--- src/rtl/csow_defs.svh ---
// Constants of the clock source with oscillator watchdog
`ifndef CSOW_DEFS_SVH
`define CSOW_DEFS_SVH

// ==========================================================
// Strap codes and configuration field
// ==========================================================
`define CSOW_STRAP_PRESCALE        3'h1
`define CSOW_STRAP_DIRECT          3'h3
`define CSOW_SYS_CFG_W             16
`define CSOW_OSC_WATCH_DISABLE_BIT 4
// Multiply factor per strap code, one nibble per code, code 0 lowest
`define CSOW_PLL_FACTOR_TABLE      32'h2345_0203

// ==========================================================
// Timing
// ==========================================================
`define CSOW_WD_OVF_TICKS          16
`define CSOW_REF_PERIOD_PS         5000
`define CSOW_FREE_RUN_PERIOD_NS    40
`define CSOW_FREE_RUN_HALF_CYC     ((`CSOW_FREE_RUN_PERIOD_NS * 1000) / (2 * `CSOW_REF_PERIOD_PS))
`define CSOW_STRAP_SETTLE_CYC      3

`endif

--- src/rtl/csow_pkg.sv ---
// Types of the clock source with oscillator watchdog
package csow_pkg;

  // ==========================================================
  // Enumerations
  // ==========================================================
  typedef enum logic [1:0] {
    CSOW_SRC_DIRECT,
    CSOW_SRC_PRESCALE,
    CSOW_SRC_PLL,
    CSOW_SRC_FREE_RUN
  } csow_src_t;

  typedef enum logic [1:0] {
    CSOW_ST_STRAP,
    CSOW_ST_RUN,
    CSOW_ST_FAILED
  } csow_state_t;

  // ==========================================================
  // Module state records
  // ==========================================================
  typedef struct packed {
    csow_state_t state;
    csow_src_t   src;
    logic [1:0]  settle;
    logic [2:0]  strap;
    logic [3:0]  factor;
    logic        wd_enable;
    logic        fail_irq;
    logic        cpu_clk;
    logic        pll_power;
    logic        ready;
    logic [7:0]  fr_div;
    logic        fr_level;
    logic [15:0] per_cnt;
    logic [15:0] half_per;
    logic [15:0] ph_cnt;
    logic [3:0]  edge_cnt;
  } csow_top_t;

  typedef struct packed {
    logic [2:0] s1;
    logic [2:0] s2;
    logic [2:0] s3;
  } csow_sync_t;

  typedef struct packed {
    logic [7:0] count;
    logic       overflow;
  } csow_cnt_t;

endpackage

--- src/rtl/csow_wd_if.sv ---
// Link between the clock source control and the watchdog counter
interface csow_wd_if;
  logic       enable;
  logic       tick;
  logic       clear;
  logic       overflow;
  logic [7:0] count;

  modport ctrl (output enable, output tick, output clear, input overflow, input count);
  modport cnt  (input enable, input tick, input clear, output overflow, output count);
endinterface

--- src/rtl/csow_clock_source.sv ---
// CPU clock source selection with oscillator watchdog failover
`include "csow_defs.svh"

module csow_clock_source #(
  parameter int unsigned WD_OVF_TICKS = `CSOW_WD_OVF_TICKS,
  parameter int unsigned FR_HALF_CYC  = `CSOW_FREE_RUN_HALF_CYC,
  parameter int unsigned STRAP_SETTLE = `CSOW_STRAP_SETTLE_CYC
) (
  input  wire logic                        i_ref_clk,
  input  wire logic                        i_reset_n,
  input  wire logic                        i_crystal_input,
  input  wire logic [2:0]                  i_clock_mode_straps,
  input  wire logic [`CSOW_SYS_CFG_W-1:0]  i_system_config_reg,
  input  wire logic                        i_clock_fail_irq_clr,
  output logic                             o_cpu_clk,
  output csow_pkg::csow_src_t              o_cpu_clk_src,
  output logic                             o_clock_fail_irq,
  output logic                             o_pll_power_on,
  output logic                             o_mode_ready
);
  localparam logic [7:0] FR_LAST     = 8'(FR_HALF_CYC - 1);
  localparam logic [1:0] SETTLE_LAST = 2'(STRAP_SETTLE - 1);
  localparam csow_pkg::csow_top_t TOP_RST = '{
    state:     csow_pkg::CSOW_ST_STRAP,
    src:       csow_pkg::CSOW_SRC_DIRECT,
    wd_enable: 1'b1,
    half_per:  16'h0001,
    default:   '0
  };

  if (FR_HALF_CYC < 1 || FR_HALF_CYC > 256) begin : g_bad_fr
    $error("csow_clock_source: FR_HALF_CYC must be 1 to 256");
  end
  if (STRAP_SETTLE < 3 || STRAP_SETTLE > 4) begin : g_bad_settle
    $error("csow_clock_source: STRAP_SETTLE must be 3 or 4");
  end

  csow_pkg::csow_top_t r;
  csow_pkg::csow_top_t next_r;
  logic                xtal_level;
  logic                xtal_rise;
  logic                xtal_edge;
  logic [2:0]          strap_level;
  logic                fr_rise;
  logic                wd_active;
  logic [15:0]         target;

  csow_wd_if wd_if ();

  // ==========================================================
  // Pin synchronisers
  // ==========================================================
  csow_pin_sync #(.WIDTH(1)) u_xtal_sync (
    .i_ref_clk (i_ref_clk),
    .i_reset_n (i_reset_n),
    .i_pin     (i_crystal_input),
    .o_level   (xtal_level),
    .o_rise    (xtal_rise),
    .o_edge    (xtal_edge)
  );

  csow_pin_sync #(.WIDTH(3)) u_strap_sync (
    .i_ref_clk (i_ref_clk),
    .i_reset_n (i_reset_n),
    .i_pin     (i_clock_mode_straps),
    .o_level   (strap_level),
    .o_rise    (),
    .o_edge    ()
  );

  // ==========================================================
  // Watchdog counter
  // ==========================================================
  csow_wd_counter #(.OVF_TICKS(WD_OVF_TICKS)) u_wd_counter (
    .i_ref_clk (i_ref_clk),
    .i_reset_n (i_reset_n),
    .wd        (wd_if.cnt)
  );

  assign wd_if.enable = wd_active;
  assign wd_if.tick   = fr_rise;
  assign wd_if.clear  = xtal_edge;

  // ==========================================================
  // Helpers
  // ==========================================================
  function automatic logic [3:0] pll_factor(input logic [2:0] code);
    logic [31:0] table_v;
    table_v = `CSOW_PLL_FACTOR_TABLE;
    return table_v[{code, 2'b00} +: 4];
  endfunction

  // Move half period toward the target by a quarter of the gap plus one
  function automatic logic [15:0] pll_step(input logic [15:0] cur,
                                           input logic [15:0] tgt);
    logic [15:0] gap;
    gap = 16'h0000;
    if (tgt > cur) begin
      gap = tgt - cur;
      return cur + 16'h0001 + (gap >> 2);
    end else if (tgt < cur) begin
      gap = cur - tgt;
      return cur - 16'h0001 - (gap >> 2);
    end
    return cur;
  endfunction

  // ==========================================================
  // Next-state logic
  // ==========================================================
  always_comb begin
    next_r    = r;
    fr_rise   = 1'b0;
    target    = 16'h0001;
    wd_active = (r.state == csow_pkg::CSOW_ST_RUN) && r.wd_enable &&
                (r.src == csow_pkg::CSOW_SRC_DIRECT ||
                 r.src == csow_pkg::CSOW_SRC_PRESCALE);

    // Free-running PLL clock as a divided level
    if (r.pll_power) begin
      if (r.fr_div == FR_LAST) begin
        next_r.fr_div   = 8'h00;
        next_r.fr_level = ~r.fr_level;
        fr_rise         = ~r.fr_level;
      end else begin
        next_r.fr_div = r.fr_div + 8'h01;
      end
    end else begin
      next_r.fr_div   = 8'h00;
      next_r.fr_level = 1'b0;
    end

    case (r.state)
      csow_pkg::CSOW_ST_STRAP: begin
        next_r.settle = r.settle + 2'h1;
        if (r.settle == SETTLE_LAST) begin
          next_r.strap  = strap_level;
          next_r.factor = pll_factor(strap_level);
          next_r.state  = csow_pkg::CSOW_ST_RUN;
          next_r.ready  = 1'b1;
          if (strap_level == `CSOW_STRAP_PRESCALE) begin
            next_r.src = csow_pkg::CSOW_SRC_PRESCALE;
          end else if (strap_level == `CSOW_STRAP_DIRECT) begin
            next_r.src = csow_pkg::CSOW_SRC_DIRECT;
          end else begin
            next_r.src = csow_pkg::CSOW_SRC_PLL;
          end
        end
      end
      csow_pkg::CSOW_ST_RUN: begin
        next_r.wd_enable = ~i_system_config_reg[`CSOW_OSC_WATCH_DISABLE_BIT];
        next_r.pll_power = (r.src == csow_pkg::CSOW_SRC_PLL) || wd_active;
        if (wd_if.overflow && wd_active) begin
          next_r.state     = csow_pkg::CSOW_ST_FAILED;
          next_r.src       = csow_pkg::CSOW_SRC_FREE_RUN;
          next_r.pll_power = 1'b1;
        end
      end
      csow_pkg::CSOW_ST_FAILED: begin
        next_r.pll_power = 1'b1;
      end
      default: begin
        next_r.state = csow_pkg::CSOW_ST_STRAP;
      end
    endcase

    // CPU clock generation per source
    case (r.src)
      csow_pkg::CSOW_SRC_DIRECT: begin
        next_r.cpu_clk = xtal_level;
      end
      csow_pkg::CSOW_SRC_PRESCALE: begin
        if (xtal_rise) begin
          next_r.cpu_clk = ~r.cpu_clk;
        end
      end
      csow_pkg::CSOW_SRC_PLL: begin
        if (r.per_cnt != 16'hFFFF) begin
          next_r.per_cnt = r.per_cnt + 16'h0001;
        end
        if (xtal_rise) begin
          next_r.per_cnt = 16'h0001;
          if (r.edge_cnt >= r.factor - 4'h1) begin
            next_r.edge_cnt = 4'h0;
            target = 16'(r.per_cnt / 16'({r.factor, 1'b0}));
            if (target == 16'h0000) begin
              target = 16'h0001;
            end
            next_r.half_per = pll_step(r.half_per, target);
          end else begin
            next_r.edge_cnt = r.edge_cnt + 4'h1;
          end
        end
        if (r.ph_cnt + 16'h0001 >= r.half_per) begin
          next_r.ph_cnt  = 16'h0000;
          next_r.cpu_clk = ~r.cpu_clk;
        end else begin
          next_r.ph_cnt = r.ph_cnt + 16'h0001;
        end
      end
      csow_pkg::CSOW_SRC_FREE_RUN: begin
        next_r.cpu_clk = r.fr_level;
      end
      default: begin
        next_r.cpu_clk = 1'b0;
      end
    endcase

    // Interrupt flag: clear first so a same-cycle overflow wins
    if (i_clock_fail_irq_clr) begin
      next_r.fail_irq = 1'b0;
    end
    if (wd_if.overflow && wd_active) begin
      next_r.fail_irq = 1'b1;
    end
  end

  // ==========================================================
  // State register; only reset leaves the failed state
  // ==========================================================
  always_ff @(posedge i_ref_clk or negedge i_reset_n) begin
    if (!i_reset_n) begin
      r <= TOP_RST;
    end else begin
      r <= next_r;
    end
  end

  assign o_cpu_clk        = r.cpu_clk;
  assign o_cpu_clk_src    = r.src;
  assign o_clock_fail_irq = r.fail_irq;
  assign o_pll_power_on   = r.pll_power;
  assign o_mode_ready     = r.ready;
endmodule

--- src/rtl/csow_pin_sync.sv ---
// Two-stage pin synchroniser with edge detection
module csow_pin_sync #(
  parameter int unsigned WIDTH = 1
) (
  input  wire logic             i_ref_clk,
  input  wire logic             i_reset_n,
  input  wire logic [WIDTH-1:0] i_pin,
  output logic      [WIDTH-1:0] o_level,
  output logic      [WIDTH-1:0] o_rise,
  output logic      [WIDTH-1:0] o_edge
);
  csow_pkg::csow_sync_t r;
  csow_pkg::csow_sync_t next_r;

  if (WIDTH < 1 || WIDTH > 3) begin : g_bad_width
    $error("csow_pin_sync: WIDTH must be 1 to 3");
  end

  // ==========================================================
  // Shift chain; first stage feeds only the second
  // ==========================================================
  always_comb begin
    next_r    = r;
    next_r.s1 = 3'(i_pin);
    next_r.s2 = r.s1;
    next_r.s3 = r.s2;
  end

  always_ff @(posedge i_ref_clk or negedge i_reset_n) begin
    if (!i_reset_n) begin
      r <= '0;
    end else begin
      r <= next_r;
    end
  end

  // Edges seen between the settled stages
  assign o_level = r.s2[WIDTH-1:0];
  assign o_rise  = r.s2[WIDTH-1:0] & ~r.s3[WIDTH-1:0];
  assign o_edge  = r.s2[WIDTH-1:0] ^ r.s3[WIDTH-1:0];
endmodule

--- src/rtl/csow_wd_counter.sv ---
// Oscillator watchdog counter on free-running ticks
`include "csow_defs.svh"

module csow_wd_counter #(
  parameter int unsigned OVF_TICKS = `CSOW_WD_OVF_TICKS
) (
  input  wire logic i_ref_clk,
  input  wire logic i_reset_n,
  csow_wd_if.cnt    wd
);
  localparam logic [7:0] LAST = 8'(OVF_TICKS - 1);

  csow_pkg::csow_cnt_t r;
  csow_pkg::csow_cnt_t next_r;

  if (OVF_TICKS < 2 || OVF_TICKS > 255) begin : g_bad_ovf
    $error("csow_wd_counter: OVF_TICKS must be 2 to 255");
  end

  // ==========================================================
  // Count, clear and overflow
  // ==========================================================
  always_comb begin
    next_r          = r;
    next_r.overflow = 1'b0;
    if (!wd.enable || wd.clear) begin
      next_r.count = 8'h00;
    end else if (wd.tick) begin
      if (r.count == LAST) begin
        next_r.count    = 8'h00;
        next_r.overflow = 1'b1;
      end else begin
        next_r.count = r.count + 8'h01;
      end
    end
  end

  always_ff @(posedge i_ref_clk or negedge i_reset_n) begin
    if (!i_reset_n) begin
      r <= '0;
    end else begin
      r <= next_r;
    end
  end

  assign wd.count    = r.count;
  assign wd.overflow = r.overflow;
endmodule

--- config.mk ---
export PLATFORM = sky130hd
export DESIGN_NAME = csow_clock_source
export DESIGN_NICKNAME = d
export VERILOG_FILES = /design/src/rtl/csow_pkg.sv /design/src/rtl/csow_wd_if.sv /design/src/rtl/csow_clock_source.sv /design/src/rtl/csow_pin_sync.sv /design/src/rtl/csow_wd_counter.sv
export VERILOG_INCLUDE_DIRS = /design/src /design/src/rtl
export SDC_FILE = /design/constraint.sdc
export NUM_CORES = 1
export LEC_CHECK = 0
export BUFFER_PORTS_ARGS = -buffer_cell sky130_fd_sc_hd__buf_2
export CAP_MARGIN = 0
export CORE_AREA = 2 2 211 109
export CTS_CLUSTER_DIAMETER = 200
export DETAILED_ROUTE_END_ITERATION = 6
export DIE_AREA = 0 0 213 111
export HOLD_SLACK_MARGIN = 0.08
export PLACE_DENSITY_LB_ADDON = 0.15
export REMOVE_ABC_BUFFERS = 1
export SLEW_MARGIN = 20
export SYNTH_ARGS = -nofsm -noshare
export SYNTH_HDL_FRONTEND = slang
export SYNTH_HIERARCHICAL = 1
export SYNTH_SLANG_ARGS = --single-unit
--- constraint.sdc ---
create_clock -name i_ref_clk -period 65.8 [get_ports i_ref_clk]
set_clock_uncertainty 0.1 [all_clocks]
set_input_delay 6.58 -clock i_ref_clk [delete_from_list [all_inputs] [get_ports i_ref_clk]]
set_output_delay 6.58 -clock i_ref_clk [all_outputs]
set_load 0.1 [all_outputs]
==> run metrics, run 1 <==
WP data arrival 34.35 ns; Layout Utilization 0.554; Worst Path Required 65.98 ns; count of pins over their slew limit 0; largest net degree at the start of global routing 60; Setup TNS Final 0 ns; met1 usage 0.476; met3 usage 0.0598; DRT Wirelength 30600 um; Die Wd 213 um; Sink Count 93; Layout Nets 1573; Buf/Inv on CP 12; RSZ-0062 raised after global routing false; row count 39; Finished Layout Cells 1721; Critical Path Start Type flop; IO buf count 13; Slew headroom 0.281; post-CTS sizing 0; R2R Path End r[34]; Max Clk Rate 0.0293 GHz; final-layout fill cell count 2088; root buf cell clkbuf_16; Ports 29; routed via count 10.2k; CP max stage delay 0.55 ns; all-layer global routing usage 0.268; die area 23600 um^2; Iteration-0 DRC Markers 1023; GP Congestion 0.873; diode count 0; H-tree Lvls 3; dpl cells 1705; Synth warnings 6; Worst Hold Launch u_strap_sync/next_r[5]; Final Hold Viols 0; maxcap violations 0; endpoint type of the worst setup path flop; CTS tree done; Post-CTS Hold Buffers 0; vias in the first global route 9254; DRC 0; fin crit share 0.519; Via-to-Cell Ratio 5.91; Num CTS Buffers 9; ANT nets after route 0; post-DP HPWL 24600 um; final setup fails 0; r2r setup slk 31.63 ns; outcome completed; synthesized area per cell 8.18 um^2; clock latency on the worst-skew pair 0.36 ns; slowest stage cell, crit path o22ai_1; clk slew on worst S/H paths 0.07 ns; Pre-Repair DR Iteration Count 7; Hold WC Path Type flop to flop; grt ovf 0; critical setup path kind flop to flop; first-pass GRT wire length 50400 um; Die H 111 um; post-CTS setup repair buffer count 0; cell area after synthesis 11700 um^2; busiest metal layer after global routing met1; layout cells sized above 1 0.0919; Hold Path Stages 0; Crit path max-delay family compound AO/OA/AOI/OAI gates; worst-path fanout max 18; Longest Clk Path Bufs 2; layout overhead on the synthesized area 4.31%; most frequent CP cell ha_1; antenna violations before repair 0; Synth Instances 1436; grt met2 use 0.316; Core Region 22100 um^2; worst reg2reg path depth 142; drt wl/cell 17.8 um; crit path time final 34.17 ns; RR Startpoint r[66]; Min-Delay Endpoint u_strap_sync/o_level[2]; Slew @ Worst Pin 1.08 ns; Initial Util 0.531
[metal layers]
layer  up-vias  part of all wire
met2       303              0.33
met1      4739              0.59
li1       5127                 -
met5         -                 0
met4         0            0.0032
met3         9             0.077
[how the worst max path moves through the flow]
| stage | from | to | slack (ns) | depth (start not counted) |
|---|---|---|---|---|
| after floorplan | r[66] | r[34] | 38.61 | 141 |
| after global placement | r[66] | r[34] | 32.36 | 143 |
| after detailed placement | r[66] | r[34] | 32.19 | 143 |
| after CTS | r[66] | r[34] | 32.07 | 143 |
| after global routing | r[66] | r[34] | 28.59 | 142 |
| final | r[66] | r[34] | 31.63 | 142 |
[stage by stage]
stage | hold WS, ns | worst slack (ns) | instance area (um^2)
floorplan | 0.231 | 38.61 | 11500
global placement | 0.235 | 32.36 | 11900
global route | 0.256 | 28.59 | 12300
CTS | 0.250 | 32.07 | 12200
detailed placement | 0.235 | 32.19 | 11900
finish | 0.250 | 31.63 | 12300
[layout by cell type, fill, tap and decap left out, types with 6 or more instances in the layout]
cell,count
nor4_1,7
and4_1,7
or3_1,12
and2_1,22
o21a_1,26
and3_1,23
o21ai_1,7
buf_2,12
nand3_1,48
inv_1,91
a31oi_1,10
dfrtp_1,91
nor3_1,49
mux2_2,9
nor2b_1,26
o21bai_1,7
nor2_1,121
xnor2_1,67
xor2_1,35
buf_4,6
o31ai_1,6
clkbuf_16,9
or2_2,11
nand2_1,81
a21oi_1,80
mux2i_1,38
nand4_1,20
nand2b_1,50
ha_1,139
o21ai_0,90
o2111ai_1,6
a21o_1,31
[cell type report]
type	count	area, um^2	area share
clock buffer	10	229	0.0187
multi-input combinational	1189	8770	0.715
tap	307	384	0.0313
sequential	93	2330	0.190
inverter	98	370	0.0302
timing repair buffer	18	105	0.00858
clock inverter	6	68.8	0.00562
[sequential cells by signal, summed over array words and instances (netlist names)]
name	count
r	69
u_wd_counter/wd.count	8
u_strap_sync/next_r	3
u_strap_sync/o_level	3
o_cpu_clk_src	2
o_clock_fail_irq	1
o_cpu_clk	1
o_mode_ready	1
o_pll_power_on	1
u_wd_counter/wd.overflow	1
u_xtal_sync/next_r	1
u_xtal_sync/o_level	1
u_xtal_sync/r	1
Power of run 1 is left out: the tool's default activity adds up to more than one toggle a clock period on the data nets, which glitch-free logic cannot reach.
==> run 2: changes to the inputs <==
ABC_AREA = 1   (was default)
clock period = 29.7 ns   (was 65.8 ns; I/O delays follow)
==> run metrics, run 2 <==
outcome complete, but fails checks (was completed); failing checks design-rule violations; maxcap violations 0 (unchanged); Biggest register r (unchanged); DRC 4 (was 0); endpoint type of the worst setup path flop (unchanged); Critical Path Start Type flop (unchanged); ANT nets after route 0 (unchanged); drt wl/cell 14.5 um (was 17.8 um); GP Congestion 0.927 (was 0.873); H-tree Lvls 3 (unchanged); Longest Clk Path Bufs 2 (unchanged); DRT Wirelength 29700 um (was 30600 um); grt ovf 0 (unchanged); R2R Path End r[35] (was r[34]); worst reg2reg path depth 167 (was 142); WP data arrival 26.82 ns (was 34.35 ns); IO buf count 13 (unchanged); most frequent CP cell nand2_1 (was ha_1); Pre-Repair DR Iteration Count 7 (unchanged); most frequent cells in the layout 401 x nand2_1, 283 x inv_1, 139 x ha_1 (was 139 x ha_1, 121 x nor2_1, 91 x inv_1, 91 x dfrtp_1, 90 x o21ai_0); diode count 0 (unchanged); Finished Layout Cells 2046 (was 1721); crit path time final 26.65 ns (was 34.17 ns); Num CTS Buffers 9 (unchanged); Die H 111 um (unchanged); row count 39 (unchanged); clk slew on worst S/H paths 0.07 ns (about the same); Initial Util 0.528 (was 0.531); RSZ-0062 raised after global routing false (unchanged); CP Capture Point r[35] (was r[34]); Iteration-0 DRC Markers 901 (was 1023); RR Startpoint r[66] (unchanged); Final Hold Viols 0 (unchanged); root buf cell clkbuf_16 (unchanged); Core Region 22100 um^2 (unchanged); Worst Path Required 29.87 ns (was 65.98 ns); Synth Instances 1746 (was 1436); all-layer global routing usage 0.262 (was 0.268); Setup TNS Final 0 ns (unchanged); fin crit share 0.897 (was 0.519); Largest register FFs 69 (unchanged); slowest stage cell, crit path dfrtp_1 (was o22ai_1); routed via count 10.9k (was 10.2k); Max Clk Rate 0.0375 GHz (was 0.0293 GHz); layout cells sized above 1 0.0903 (was 0.0919); Slew @ Worst Pin 0.960 ns (was 1.08 ns); Die Wd 213 um (unchanged); die area 23600 um^2 (unchanged); Hold WC Path Type flop to flop (unchanged); CP max stage delay 0.37 ns (was 0.55 ns); Ports 29 (unchanged); layout overhead on the synthesized area 5.06% (was 4.31%); Synth warnings 6 (unchanged); post-DP HPWL 24400 um (was 24600 um); Layout Nets 1898 (was 1573); Sink Count 93 (unchanged); Layout Utilization 0.555 (was 0.554); first-pass GRT wire length 49600 um (was 50400 um); worst-path fanout max 22 (was 18); count of pins over their slew limit 0 (unchanged); Slew headroom 0.360 (was 0.281); r2r setup slk 3.05 ns (was 31.63 ns); Post-CTS Hold Buffers 0 (unchanged); cell area after synthesis 11700 um^2 (about the same); final-layout fill cell count 2185 (was 2088); antenna violations before repair 0 (unchanged); final setup fails 0 (unchanged); CP startpoint r[66] (unchanged); vias in the first global route 9842 (was 9254); largest net degree at the start of global routing 54 (was 60); dpl cells 2027 (was 1705); commonest non-fill, non-tap cell in the layout nand2_1 (was ha_1); CTS tree done (unchanged); critical setup path kind flop to flop (unchanged); synthesized area per cell 6.69 um^2 (was 8.18 um^2); clock latency on the worst-skew pair 0.37 ns (was 0.36 ns); Via-to-Cell Ratio 5.33 (was 5.91)
## run 2: cell count changes in the layout (fill, tap and decap cells not counted), moves of 22 or more
cell | previous run | this run
a21o_1 | 31 | 7
and3_1 | 23 | 1
inv_1 | 91 | 283
mux2i_1 | 38 | 1
nand2_1 | 81 | 401
nand2_2 | 1 | 29
nand2b_1 | 50 | 0
nand3_1 | 48 | 127
nor2b_1 | 26 | 0
xnor2_1 | 67 | 21
xor2_1 | 35 | 69
## run 2: metrics by stage
stage / setup slack (ns) / hold slack [ns] / instance area [um^2]
detailed placement: 2.48 / 0.236 / 11900
global placement: 3.07 / 0.236 / 11900
CTS: 2.40 / 0.251 / 12200
finish: 3.05 / 0.253 / 12300
floorplan: 7.23 / 0.231 / 11500
global route: 0.0130 / 0.252 / 12300
## run 2: final cells by class
cell class / instances / area (um^2) / share of cell area
Clock buffer: 9 / 225 / 0.0184
Clock inverter: 7 / 56.3 / 0.00459
Inverter: 305 / 1150 / 0.0940
Multi-Input combinational cell: 1307 / 8010 / 0.653
Sequential cell: 93 / 2330 / 0.190
Tap cell: 307 / 384 / 0.0313
Timing Repair Buffer: 18 / 105 / 0.00857
## run 2: critical path: cells and delay by family (launching register included)
| kind | cells | cell delay (ns) |
|---|---|---|
| AND/OR/NAND/NOR | 79 | 10.25 |
| AO/OA/AOI/OAI | 39 | 7.07 |
| adder cells (fa/ha/maj) | 17 | 5.05 |
| buffers and inverters | 30 | 3.31 |
| flip-flops | 1 | 0.37 |
| XOR/XNOR | 2 | 0.35 |
## run 2: metal layers
metal  GRT usage  wire length (um)  vias up
met1       0.448             17000     4938
met5           0                 0        -
met2       0.333             10400      310
met3      0.0436              2080       15
met4      0.0410               194        0
li1            -                 -     5637
## run 2: what timing repair did
action | 4_1_cts | 5_1_grt
endpoints found under the setup margin | 0 | 8
hold endpoints to repair | 0 | 0
buffers inserted | 0 | 3
gates resized for setup | 0 | 7
## run 2: worst min-delay path by stage
stage	start	end	slack (ns)	depth (start not counted)
CTS	u_xtal_sync/next_r[3]	u_xtal_sync/o_level	0.25	0
global route	u_xtal_sync/next_r[3]	u_xtal_sync/o_level	0.25	0
floorplan	u_strap_sync/next_r[3]	u_strap_sync/o_level[0]	0.23	0
global placement	u_strap_sync/next_r[5]	u_strap_sync/o_level[2]	0.24	0
detailed placement	u_xtal_sync/next_r[3]	u_xtal_sync/o_level	0.24	0
finish	u_xtal_sync/next_r[3]	u_xtal_sync/o_level	0.25	0
Power of run 2 is left out for the same reason.
